==> config.mk <==
export PLATFORM = sky130hd
export DESIGN_NAME = ccr_reg_bank
export DESIGN_NICKNAME = d
export VERILOG_FILES = /design/src/logic/ccr_pkg.sv /design/src/logic/ccr_reg_bank.sv /design/src/logic/ccr_pin_pulse.sv
export SDC_FILE = /design/constraint.sdc
export NUM_CORES = 1
export LEC_CHECK = 0
export BUFFER_PORTS_ARGS = -buffer_cell sky130_fd_sc_hd__buf_2
export CAP_MARGIN = 20
export CORE_ASPECT_RATIO = 0.5
export CORE_MARGIN = 1
export CORE_UTILIZATION = 50
export CTS_CLUSTER_SIZE = 28
export DETAILED_ROUTE_END_ITERATION = 16
export GPL_TIMING_DRIVEN = 0
export PLACE_DENSITY = 0.85
export RECOVER_POWER = 25
export SYNTH_ARGS = -nofsm -noshare
export SYNTH_HDL_FRONTEND = slang
export SYNTH_HIERARCHICAL = 1
export SYNTH_SLANG_ARGS = --single-unit
==> constraint.sdc <==
create_clock -name core_clk -period 1.8 [get_ports core_clk]
set_input_delay 0.09 -clock core_clk [delete_from_list [all_inputs] [get_ports core_clk]]
set_output_delay 0.09 -clock core_clk [all_outputs]
set_load 0.02 [all_outputs]
==> src/logic/ccr_pkg.sv <==
// Package for the codec control register bank
package ccr_pkg;
    // ==========================================================
    // Register offsets (page 0; page select decoded on both pages)
    localparam logic [7:0] PAGE_SEL_OFS   = 8'h00;
    localparam logic [7:0] SOFT_RST_OFS   = 8'h01;
    localparam logic [7:0] RATE_DIV_OFS   = 8'h02;
    localparam logic [7:0] CLASSD_KEY_OFS = 8'h08;
    localparam logic [7:0] HSET_TYPE_OFS  = 8'h0d;
    localparam logic [7:0] GPIO_CTL_OFS   = 8'h21;
    localparam logic [7:0] INT_STAT_OFS   = 8'h22;
    localparam logic [7:0] INT_ROUTE_OFS  = 8'h23;
    localparam logic [7:0] SPK_CTL_OFS    = 8'h49;
    // ==========================================================
    // Field positions
    localparam int PAGE_BIT      = 0;
    localparam int SOFT_RST_BIT  = 7;
    localparam int ADC_RATE_LSB  = 4;
    localparam int DAC_RATE_LSB  = 0;
    localparam int SPK_EN_BIT    = 7;
    localparam int GPIO_PULSE_BIT = 4;
    // ==========================================================
    // Reset values
    localparam logic [7:0] PAGE_SEL_RST  = 8'h00;
    localparam logic [7:0] RATE_DIV_RST  = 8'h00;
    localparam logic [7:0] GPIO_CTL_RST  = 8'h00;
    localparam logic [7:0] INT_ROUTE_RST = 8'h0f;
    localparam logic [7:0] SPK_CTL_RST   = 8'h00;
    localparam logic [7:0] CLASSD_KEY_RST = 8'h00;
    localparam logic [3:0] RATE_MAX_CODE = 4'ha;
    // ==========================================================
    // Timing: pulse width and train period of interrupt pin
    localparam int CLK_MHZ        = 50;
    localparam int PULSE_NS       = 2000;
    localparam int TRAIN_NS       = 20000;
    localparam int PULSE_CYC      = PULSE_NS * CLK_MHZ / 1000;
    localparam int TRAIN_CYC      = TRAIN_NS * CLK_MHZ / 1000;
    // ==========================================================
    // GPIO modes
    typedef enum logic [1:0] {
        GPIO_IN, GPIO_OUT, GPIO_CLK, GPIO_IRQ
    } ccr_gpio_e;
    // Register access request
    typedef struct packed {
        logic       wrEn;
        logic       rdEn;
        logic [7:0] addr;
        logic [7:0] wdata;
    } ccr_req_s;
    // Interrupt sources: jack, button, short, agc noise
    typedef struct packed {
        logic jack;
        logic button;
        logic short_;
        logic agcNoise;
    } ccr_irq_s;
endpackage

==> src/logic/ccr_reg_bank.sv <==
// Codec control register bank with page select and GPIO
//
// Notes on behaviour
// RQ1 - All registers eight bits, D7 most significant
// RQ2 - Page bit D0 selects page for accesses
// RQ3 - Host writes zeros to page bits D7-D1; bench class-D key sequence writes 8'h0d to the page register
// RQ4 - Host reads page bit back after write; bench key sequence page writes are not read back
// RQ5 - Reset bit D7 self-clearing; zero ignored
// RQ6 - Host leaves reset bits D6-D0 alone
// RQ7 - Host restores driver routing by writes
// RQ8 - ADC rate divider code 0 to 10
// RQ9 - DAC rate divider same encoding
// RQ10 - GPIO input level readable by register
// RQ11 - GPIO output drives host-chosen level
// RQ12 - GPIO selectable as clock or interrupt
// RQ13 - Four interrupt sources, single or ORed
// RQ14 - Status register shows interrupt cause
// RQ15 - Single pulse or train until status read
// RQ16 - Headset type readable in register 13
// RQ17 - Host writes class-D init sequence first
// RQ18 - Register 73 holds speaker enable, gain
// RQ19 - Host enables short detect for differential
// RQ20 - Soft reset restores all reset values
`timescale 1ns/100ps
module ccr_reg_bank
    import ccr_pkg::*;
(
    // Clock and reset
    input  wire logic            core_clk,
    input  wire logic            rst,
    // Register access from control bus slave
    input  wire ccr_pkg::ccr_req_s req,
    output logic [7:0]           rdata,
    // Status inputs from analog side
    input  wire ccr_pkg::ccr_irq_s irqEvents,
    input  wire logic [1:0]      headsetType,
    input  wire logic            intClk,
    // General purpose pin
    input  wire logic            gpioIn,
    output logic                 gpioOut,
    output logic                 gpioOe,
    // Controls to the datapath
    output logic                 activePage,
    output logic [3:0]           adcRateCode,
    output logic [3:0]           dacRateCode,
    output logic                 spkEnable,
    output logic [2:0]           spkGain
);
    import ccr_pkg::*;

    logic       page_reg, page_next;
    logic [7:0] rate_reg, rate_next;
    logic [7:0] gpio_reg, gpio_next;
    logic [7:0] route_reg, route_next;
    logic [7:0] spk_reg, spk_next;
    logic [7:0] key_reg, key_next;
    logic [3:0] stat_reg, stat_next;
    logic [7:0] rdata_next;
    logic       swRst_reg, swRst_next;
    logic       pinS1_reg, pinS2_reg, clkS1_reg, clkS2_reg;
    logic       pulse, trig, anyIrq;
    logic [3:0] evt, routed;

    // Address hit on page 0 only
    function automatic logic hit0(input logic [7:0] a, input logic p,
                                  input logic [7:0] ofs);
        return (a == ofs) && !p;
    endfunction

    // ==========================================================
    // Pin and clock synchronisers, input from outside domain
    always_ff @(posedge core_clk) begin
        if (rst) begin
            pinS1_reg <= 1'b0;
            pinS2_reg <= 1'b0;
            clkS1_reg <= 1'b0;
            clkS2_reg <= 1'b0;
        end else begin
            pinS1_reg <= gpioIn;
            pinS2_reg <= pinS1_reg;
            clkS1_reg <= intClk;
            clkS2_reg <= clkS1_reg;
        end
    end

    // ==========================================================
    // Interrupt sources, routing mask selects which reach the pin
    assign evt    = {irqEvents.jack, irqEvents.button,
                     irqEvents.short_, irqEvents.agcNoise}; // RQ13
    assign routed = evt & route_reg[3:0];                   // RQ13
    assign trig   = |routed;
    assign anyIrq = |(stat_reg & route_reg[3:0]);

    // ==========================================================
    // Register write decode and status; events win over read-clear
    always_comb begin
        page_next  = page_reg;
        rate_next  = rate_reg;
        gpio_next  = gpio_reg;
        route_next = route_reg;
        spk_next   = spk_reg;
        key_next   = key_reg;
        swRst_next = 1'b0;
        stat_next  = stat_reg;
        if (req.rdEn && hit0(req.addr, page_reg, INT_STAT_OFS))
            stat_next = 4'h0;                                 // RQ15
        stat_next = stat_next | evt;                          // RQ14
        if (req.wrEn) begin
            if (req.addr == PAGE_SEL_OFS)
                page_next = req.wdata[PAGE_BIT];              // RQ2
            if (hit0(req.addr, page_reg, SOFT_RST_OFS))
                swRst_next = req.wdata[SOFT_RST_BIT];         // RQ5
            if (hit0(req.addr, page_reg, RATE_DIV_OFS))
                rate_next = req.wdata;                        // RQ8 RQ9
            if (hit0(req.addr, page_reg, GPIO_CTL_OFS))
                gpio_next = req.wdata;                        // RQ12
            if (hit0(req.addr, page_reg, INT_ROUTE_OFS))
                route_next = req.wdata;
            if (hit0(req.addr, page_reg, SPK_CTL_OFS))
                spk_next = req.wdata;                         // RQ18
            if (hit0(req.addr, page_reg, CLASSD_KEY_OFS))
                key_next = req.wdata;
        end
    end

    // Soft reset takes one cycle then clears itself
    always_ff @(posedge core_clk) begin
        if (rst || swRst_reg) begin                           // RQ20
            page_reg  <= PAGE_SEL_RST[PAGE_BIT];
            rate_reg  <= RATE_DIV_RST;
            gpio_reg  <= GPIO_CTL_RST;
            route_reg <= INT_ROUTE_RST;
            spk_reg   <= SPK_CTL_RST;
            key_reg   <= CLASSD_KEY_RST;
            stat_reg  <= 4'h0;
            swRst_reg <= 1'b0;                                // RQ5
        end else begin
            page_reg  <= page_next;
            rate_reg  <= rate_next;
            gpio_reg  <= gpio_next;
            route_reg <= route_next;
            spk_reg   <= spk_next;
            key_reg   <= key_next;
            stat_reg  <= stat_next;
            swRst_reg <= swRst_next;
        end
    end

    // ==========================================================
    // Read mux; write-only reset register reads zero
    always_comb begin
        rdata_next = 8'h00;
        if (req.addr == PAGE_SEL_OFS)
            rdata_next = {7'h00, page_reg};                   // RQ2
        else if (!page_reg) begin
            case (req.addr)
                RATE_DIV_OFS:   rdata_next = rate_reg;        // RQ8
                HSET_TYPE_OFS:  rdata_next = {headsetType, 6'h00}; // RQ16
                GPIO_CTL_OFS:   rdata_next = {gpio_reg[7:1], pinS2_reg};
                INT_STAT_OFS:   rdata_next = {4'h0, stat_reg}; // RQ14
                INT_ROUTE_OFS:  rdata_next = route_reg;
                SPK_CTL_OFS:    rdata_next = spk_reg;         // RQ18
                CLASSD_KEY_OFS: rdata_next = key_reg;
                default:        rdata_next = 8'h00;
            endcase
        end
    end

    always_ff @(posedge core_clk) begin
        if (rst)
            rdata <= 8'h00;
        else if (req.rdEn)
            rdata <= rdata_next;                              // RQ1 RQ10
    end

    // ==========================================================
    // Interrupt pulse generator
    ccr_pin_pulse u_pulse (
        .core_clk  (core_clk),
        .rst       (rst || swRst_reg),
        .trigger   (trig),
        .trainMode (gpio_reg[GPIO_PULSE_BIT]),
        .pending   (anyIrq),
        .pulseOut  (pulse)
    );

    // ==========================================================
    // GPIO pin function select; bits 7:6 mode, bit 3 output level
    always_comb begin
        gpioOe  = 1'b1;
        gpioOut = 1'b0;
        case (ccr_gpio_e'(gpio_reg[7:6]))
            GPIO_IN:  gpioOe  = 1'b0;                         // RQ10
            GPIO_OUT: gpioOut = gpio_reg[3];                  // RQ11
            GPIO_CLK: gpioOut = clkS2_reg;                    // RQ12
            GPIO_IRQ: gpioOut = pulse;                        // RQ12
            default:  gpioOe  = 1'b0;
        endcase
    end

    assign activePage  = page_reg;
    assign adcRateCode = rate_reg[ADC_RATE_LSB +: 4];
    assign dacRateCode = rate_reg[DAC_RATE_LSB +: 4];
    assign spkEnable   = spk_reg[SPK_EN_BIT];
    assign spkGain     = spk_reg[6:4];

    // ==========================================================
    // Checks
    a_page_write: assert property ( // RQ2
        @(posedge core_clk) disable iff (rst)
        req.wrEn && req.addr == PAGE_SEL_OFS && !swRst_reg
        |=> activePage == $past(req.wdata[0]))
        else $error("page bit not taken");
    a_swrst_clear: assert property ( // RQ20
        @(posedge core_clk) disable iff (rst)
        swRst_reg |=> !swRst_reg && !activePage && rate_reg == 8'h00)
        else $error("soft reset not applied");
    a_swrst_zero: assert property ( // RQ5
        @(posedge core_clk) disable iff (rst)
        req.wrEn && !req.wdata[7] |=> !swRst_reg)
        else $error("zero write triggered reset");
    a_rate_write: assert property ( // RQ8
        @(posedge core_clk) disable iff (rst)
        req.wrEn && req.addr == RATE_DIV_OFS && !activePage && !swRst_reg
        |=> {adcRateCode, dacRateCode} == $past(req.wdata))
        else $error("rate not stored");
    a_gpio_drive: assert property ( // RQ11
        @(posedge core_clk) disable iff (rst)
        gpio_reg[7:6] == 2'b01 |-> gpioOe && gpioOut == gpio_reg[3])
        else $error("gpio output wrong");
    a_gpio_input: assert property ( // RQ10
        @(posedge core_clk) disable iff (rst)
        gpio_reg[7:6] == 2'b00 |-> !gpioOe)
        else $error("gpio input driven");
    a_irq_sticky: assert property ( // RQ14
        @(posedge core_clk) disable iff (rst)
        |evt && !swRst_reg |=> (stat_reg & $past(evt)) == $past(evt))
        else $error("event lost");
    a_stat_read: assert property ( // RQ14
        @(posedge core_clk) disable iff (rst)
        req.rdEn && req.addr == INT_STAT_OFS && !activePage
        |=> rdata == {4'h0, $past(stat_reg)})
        else $error("status read wrong");
    c_page_one: cover property (@(posedge core_clk) activePage);
    c_sw_reset: cover property (@(posedge core_clk) swRst_reg);
    c_irq_pin:  cover property (@(posedge core_clk) pulse && gpioOe);
endmodule // ccr_reg_bank

==> src/logic/ccr_pin_pulse.sv <==
// Interrupt pin pulse generator: single pulse or pulse train
`timescale 1ns/100ps
module ccr_pin_pulse
    import ccr_pkg::*;
#(
    parameter int PULSE_CYCLES = ccr_pkg::PULSE_CYC,
    parameter int TRAIN_CYCLES = ccr_pkg::TRAIN_CYC
) (
    // Clock and reset
    input  wire logic core_clk,
    input  wire logic rst,
    // Control
    input  wire logic trigger,
    input  wire logic trainMode,
    input  wire logic pending,
    // Pin level
    output logic      pulseOut
);
    logic [15:0] cnt_reg, cnt_next;
    logic        act_reg, act_next;

    // ==========================================================
    // Next state: start on trigger, repeat while pending in train mode
    always_comb begin
        cnt_next = cnt_reg;
        act_next = act_reg;
        if (act_reg) begin
            if (cnt_reg == 16'(TRAIN_CYCLES - 1)) begin
                cnt_next = 16'h0000;
                act_next = trainMode && pending; // RQ15
            end else begin
                cnt_next = cnt_reg + 16'h0001;
            end
        end else if (trigger) begin
            act_next = 1'b1;
            cnt_next = 16'h0000;
        end
    end

    always_ff @(posedge core_clk) begin
        if (rst) begin
            cnt_reg <= 16'h0000;
            act_reg <= 1'b0;
        end else begin
            cnt_reg <= cnt_next;
            act_reg <= act_next;
        end
    end

    // High for the first part of each period
    assign pulseOut = act_reg && (cnt_reg < 16'(PULSE_CYCLES)); // RQ15

    a_pulse_width: assert property ( // RQ15
        @(posedge core_clk) disable iff (rst)
        $rose(pulseOut) |-> pulseOut [*8])
        else $error("pulse shorter than minimum");
endmodule // ccr_pin_pulse

==> results_dict.tcl, run 1 <==
set metrics [dict create \
    tns_ps -831 \
    area_delta_synth_final_pct 25.1 \
    critPathLaunch "u_pulse/cnt_reg[10]" \
    required_ps 1710 \
    setup_viol_count_final 13 \
    dieArea_um2 7410 \
    yosys.cell_count.top_type "dfxtp_1" \
    regArea_um2 1500 \
    crit_type "reg2out" \
    crit_fanout 3 \
    ctsHtreeMaxLevel 3 \
    period_minus_slack_ps 2050 \
    drive_gt1_frac 0.233 \
    groute.usage.overall 0.268 \
    netlist_instances 405 \
    crit_arrival_ps 1960 \
    start_util 0.522 \
    synth_seq_area_share 0.420 \
    r2r-start "u_pulse/cnt_reg[14]" \
    clk_pin_slew_ps 60 \
    dieHeight_um 61.4 \
    violations "negative setup slack" \
    grt_max_degree 14 \
    clock_skew_ps 7.60 \
    grt_pass1_vias 2928 \
    antenna_found_initial 0 \
    power.total_mw 3.80 \
    status "finished, violations left" \
    die_width_um 121 \
    crit_chain "or4_4, and4b_2, mux2_4, nand2_2, o21ai_2, buf_6" \
    nFillCells 521 \
    port_buffers 46 \
    async_flop_share 0 \
    grt_overflow 0 \
    min_period_over_period 1.14 \
    synth_cell_types 60 \
    p_per_area_nw_per_um2 862 \
    grt_pass1_wl_um 14800 \
    finalHoldViolations 0 \
    worstHoldStart "irqEvents[1]" \
    hp-class "in2reg" \
    synth_edf_count 0 \
    preCtsSetupSlack_ps -578 \
    vias 3437 \
    cp_top_family "simple AND/OR/NAND/NOR gates" \
    peakVddDrop_mv 0.433 \
    worst_pin_slew_ps 970 \
    numClockSinks 74 \
    yosysWarnings 6 \
    leakage_nw 1.70 \
    coreArea_um2 6750 \
    fin_nets 503 \
    largest_reg_flops 16 \
    clock_path_buffers 2 \
    drtIter0Drc 443 \
    slew_headroom 0.344 \
    rsz0062_at_grt "true" \
    fp-row-count 21 \
    cts_tree "yes" \
    maxSlewViolCount 0 \
    synth_commonest_cells "74 x dfxtp_1, 58 x nand2_1, 43 x nor2_1, 36 x a21oi_1, 33 x mux2i_1" \
    slowest_delay_ps 540 \
    drt_wl_total_um 10100 \
    endpoint_kind "output port" \
    io_pins 51 \
    multiInputGateArea_um2 2000 \
    drc 0 \
    insertedDiodeCount 0 \
    crit_path_start_kind "register" \
    detail_route.vias_per_cell 6.04 \
    setup_slack_ps -255 \
    syn-num-nets 434 \
    drt-pass1-iter-count 6 \
    synth-seq-cells 74 \
    synthFlopType "dfxtp_1" \
    antenna_left 0 \
    cts_buffers 9 \
    yosys.area.top_type_share 0.420 \
    routedWlPerCell_um 17.8 \
    mappedNetlistArea_um2 3520 \
    maxCapViolations 0 \
    slowest_stage "or4_4" \
    yosysTopAreaCell "dfxtp_1" \
    syn_avg_cell_area_um2 8.70 \
    max_freq_mhz 487 \
    gp_congestion 0.905 \
    place_hpwl_um 6370 \
    clk_latency_ps 330 \
    critPathBufInv 1 \
    synth_area_leaders "dfxtp_1 42%, mux2i_1 9.4%, nand2_1 6.2%" \
    cts-root-buf "clkbuf_16" \
]
[stage by stage]
step | cells | instance area (um2) | hold slack (ps) | utilization
3_3_place_gp | 543 | 3870 | 306 | 0.573
2_1_floorplan | 405 | 3530 | 207 | -
6_report | 569 | 4410 | 12.5 | 0.653
3_5_place_dp | 543 | 3870 | 309 | 0.573
4_1_cts | 566 | 4340 | 8.15 | 0.643
5_1_grt | 569 | 4410 | 34.7 | 0.653
[path summary, 6_finish.rpt]
path	slack, ps	endpoint	depth (start not counted)
max	-250	gpioOut	6
max reg2reg	-100	u_pulse/cnt_reg[14]	6
min	10	stat_reg[1]	3
min reg2reg	440	clkS2_reg	1
[kinds of logic (layout without fill, tap and decap cells)]
group	after synthesis	count (layout)	synth area share
AOI/OAI and AO/OA	85	85	0.152
xor gates and xnor gates	5	5	0.0124
adders and majority gates	1	1	0.00355
DFF	74	74	0.420
buffers and inverters	26	98	0.0387
muxes	35	35	0.100
and+or+nand+nor	179	179	0.273
[timing repair]
item / 4_1_cts / 5_1_grt
resized for setup: 24 / 23
pin swaps: 7 / 8
hold endpoints to repair: 5 / 0
hold buffers: 5 / 0
gates cloned: 1 / 0
endpoints found under the setup margin: 22 / 30
buffers inserted: 7 / 4
[metal layers]
layer | wire (um) | global-route usage | up-vias
li1 | - | - | 1595
met1 | 4350 | 0.347 | 1643
met2 | 4630 | 0.445 | 165
met3 | 907 | 0.0685 | 34
met4 | 232 | 0.102 | 0
met5 | 0 | 0 | -
[layout make-up]
cell class,count,share of cell area
clock inverter,3,0.0148
multi-input combinational,305,0.453
sequential,74,0.339
inverter,5,0.00511
tap,92,0.0261
buffer,17,0.0236
clock buffer,11,0.0551
timing repair buffer,62,0.0834
[power by group]
| group | switching (mW) | internal, mW |
|---|---|---|
| Clock | 0.646 | 1.23 |
| Sequential | 0.0170 | 1.65 |
| Combinational | 0.155 | 0.0982 |
| Total | 0.818 | 2.98 |
[layout by cell type (no fill, tap or decap), types with 4 or more instances in the layout]
master / instances
dfxtp_1: 67
nand2_1: 55
nor2_1: 41
buf_2: 33
mux2i_1: 33
a21oi_1: 27
clkbuf_1: 21
nand3_1: 17
buf_4: 11
a22oi_1: 9
clkbuf_16: 9
buf_6: 8
o21ai_1: 8
a21oi_2: 8
nor3_1: 6
nor2b_1: 6
o2bb2ai_1: 6
and3_1: 5
dlygate4sd3_1: 5
dfxtp_2: 5
a31oi_1: 4
nor4_1: 4
xnor2_1: 4
a22o_1: 4
inv_1: 4
nand4_1: 4
[worst reg2reg max path, cell delays in order, from the launching register on]
cell and delay (ps):
dfxtp_2 320, or4_4 550, nor4_4 390, nor3_4 110, buf_6 160, or2b_1 160, a31oi_1 80
Power figures use the tool's default switching activity.
==> run 2: changes to the inputs <==
--- a/config.mk
+++ b/config.mk
@@ -8,13 +8,13 @@
 export BUFFER_PORTS_ARGS = -buffer_cell sky130_fd_sc_hd__buf_2
 export CAP_MARGIN = 20
 export CORE_ASPECT_RATIO = 0.5
-export CORE_MARGIN = 1
 export CORE_UTILIZATION = 50
 export CTS_CLUSTER_SIZE = 28
 export DETAILED_ROUTE_END_ITERATION = 16
 export GPL_TIMING_DRIVEN = 0
 export PLACE_DENSITY = 0.85
 export RECOVER_POWER = 25
+export SKIP_LAST_GASP = 1
 export SYNTH_ARGS = -nofsm -noshare
 export SYNTH_HDL_FRONTEND = slang
 export SYNTH_HIERARCHICAL = 1
==> run 2 against run 1 <==
Compared with the run above:
- first-iteration DRC count is 6.8% lower
- the run still ends with negative setup slack left
- critical endpoint unchanged
- sequential share of layout area rose by 0.13 points
- clock-buffer cell count stayed put
- non-clock buffer count stayed put
- cell count unchanged
- combinational power is essentially flat
- global-route usage unchanged
- highest routed layer unchanged
- largest cell class unchanged
- largest power group unchanged
==> results_dict.tcl, run 2 (synthesis gave the netlist of run 1 again) <==
set metrics [dict create \
    crit_fanout 3 \
    start_util 0.522 \
    vias 3410 \
    grt_pass1_wl_um 14800 \
    final_common_cell "dfxtp_1" \
    finalHoldViolations 0 \
    met2_length_um 4660 \
    hold-path-cell-count 3 \
    setup_viol_count_final 17 \
    dr_wl_met3_um 820 \
    area_delta_synth_final_pct 24.5 \
    drtIter0Drc 413 \
    grt_pass1_vias 2928 \
    status "finished, violations left" \
    gp_congestion 0.905 \
    routedWlPerCell_um 17.6 \
    clk_pin_slew_ps 60 \
    place_hpwl_um 6370 \
    top_layer "met4" \
    crit_path_start_kind "register" \
    r2r_cells 7 \
    cts_tree "yes" \
    groute.usage.overall 0.268 \
    max_freq_mhz 479 \
    p_per_area_nw_per_um2 867 \
    detail_route.vias_per_cell 5.99 \
    insertedDiodeCount 0 \
    maxSlewViolCount 0 \
    slowest_stage "or4_4" \
    rsz0062_at_grt "true" \
    tns_ps -3410 \
    antenna_left 0 \
    numClockSinks 74 \
    drt_wl_total_um 10000 \
    antenna_found_initial 0 \
    coreArea_um2 6750 \
    fin_nets 503 \
    endpoint_kind "output port" \
    grt_overflow 0 \
    drc 0 \
    ctsHtreeMaxLevel 3 \
    slowest_delay_ps 540 \
    fp-row-count 21 \
    drt-pass1-iter-count 6 \
    drive_gt1_frac 0.224 \
    clock_skew_ps 9.88 \
    slew_headroom 0.335 \
    port_buffers 46 \
    placedCellCount 543 \
    nFillCells 528 \
    crit_type "reg2out" \
    met1_length_um 4290 \
    io_pins 51 \
    setup_slack_ps -288 \
    largest_reg_flops 16 \
    crit_arrival_ps 2000 \
    cts_buffers 9 \
    grt_max_degree 14 \
    dieHeight_um 61.4 \
    clock_path_buffers 2 \
    violations "negative setup slack" \
    required_ps 1710 \
    clk_latency_ps 330 \
    crit_chain "or4_4, and4b_2, mux2_4, nand2_2, o21ai_2, buf_6" \
    period_minus_slack_ps 2090 \
    final_cell_mix "68 x dfxtp_1, 54 x nand2_1, 41 x nor2_1, 33 x buf_2, 33 x mux2i_1" \
    peakVddDrop_mv 0.430 \
    worst_pin_slew_ps 984 \
    power.total_mw 3.80 \
    dieArea_um2 7410 \
    die_width_um 121 \
    cts-root-buf "clkbuf_16" \
    maxCapViolations 0 \
    leakage_nw 1.69 \
    hp-class "in2reg" \
    finalNonFillerCells 569 \
    min_period_over_period 1.16 \
]
-- run 2: cell counts in the layout (fill, tap and decap cells not counted) --
No cell type changed its count.
-- run 2: per-layer routing --
metal | global-route usage | vias to the layer above
met3 | 0.0685 | 29
met4 | 0.102 | 0
met2 | 0.445 | 166
met5 | 0 | -
met1 | 0.347 | 1618
li1 | - | 1597
-- run 2: worst paths after layout --
kind	end	start	slack (ps)
worst max-delay path	gpioOut	u_pulse/cnt_reg[10]	-290
worst min-delay path	stat_reg[1]	irqEvents[1]	10
worst max register to register	u_pulse/cnt_reg[14]	u_pulse/cnt_reg[10]	-270
worst min register to register	clkS2_reg	clkS1_reg	440
-- run 2: timing repair --
action,in CTS,in global routing
endpoints found under the setup margin,22,30
pin swaps,7,12
hold endpoints to repair,5,0
buffers inserted,7,4
gates resized for setup,23,18
cloned,1,0
hold buffers,5,0
-- run 2: per-stage QoR --
stage | worst slack (ps) | hold WS, ps | util | instance area [um2]
floorplan | 12.1 | 207 | - | 3530
global placement | -516 | 306 | 0.573 | 3870
detailed placement | -578 | 309 | 0.573 | 3870
CTS | -242 | 8.15 | 0.643 | 4340
global route | -327 | 34.7 | 0.650 | 4390
finish | -288 | 13.2 | 0.650 | 4390
-- run 2: where the power goes --
part	internal, mW	switching, mW
registers	1.65	0.0167
clock network	1.23	0.652
logic	0.0977	0.152
total	2.98	0.821
-- run 2: worst max-delay path: cells and delay by family, from the launching register on --
family                 cells  cell delay [ps]
AO/OA/AOI/OAI              1               90
buffers and inverters      1              140
flip-flops                 1              350
multiplexers               1              160
AND/OR/NAND/NOR            3              920
-- run 2: area by class of cell --
cell class	instances	area [um2]	area share
plain buffers	17	104	0.0237
clock inverters	3	65.1	0.0148
multi-input cells	305	1980	0.452
flip-flops and latches	74	1490	0.340
well taps	92	115	0.0262
inverters	5	22.5	0.00513
clock buffers	11	243	0.0553
repair buffers	62	364	0.0830
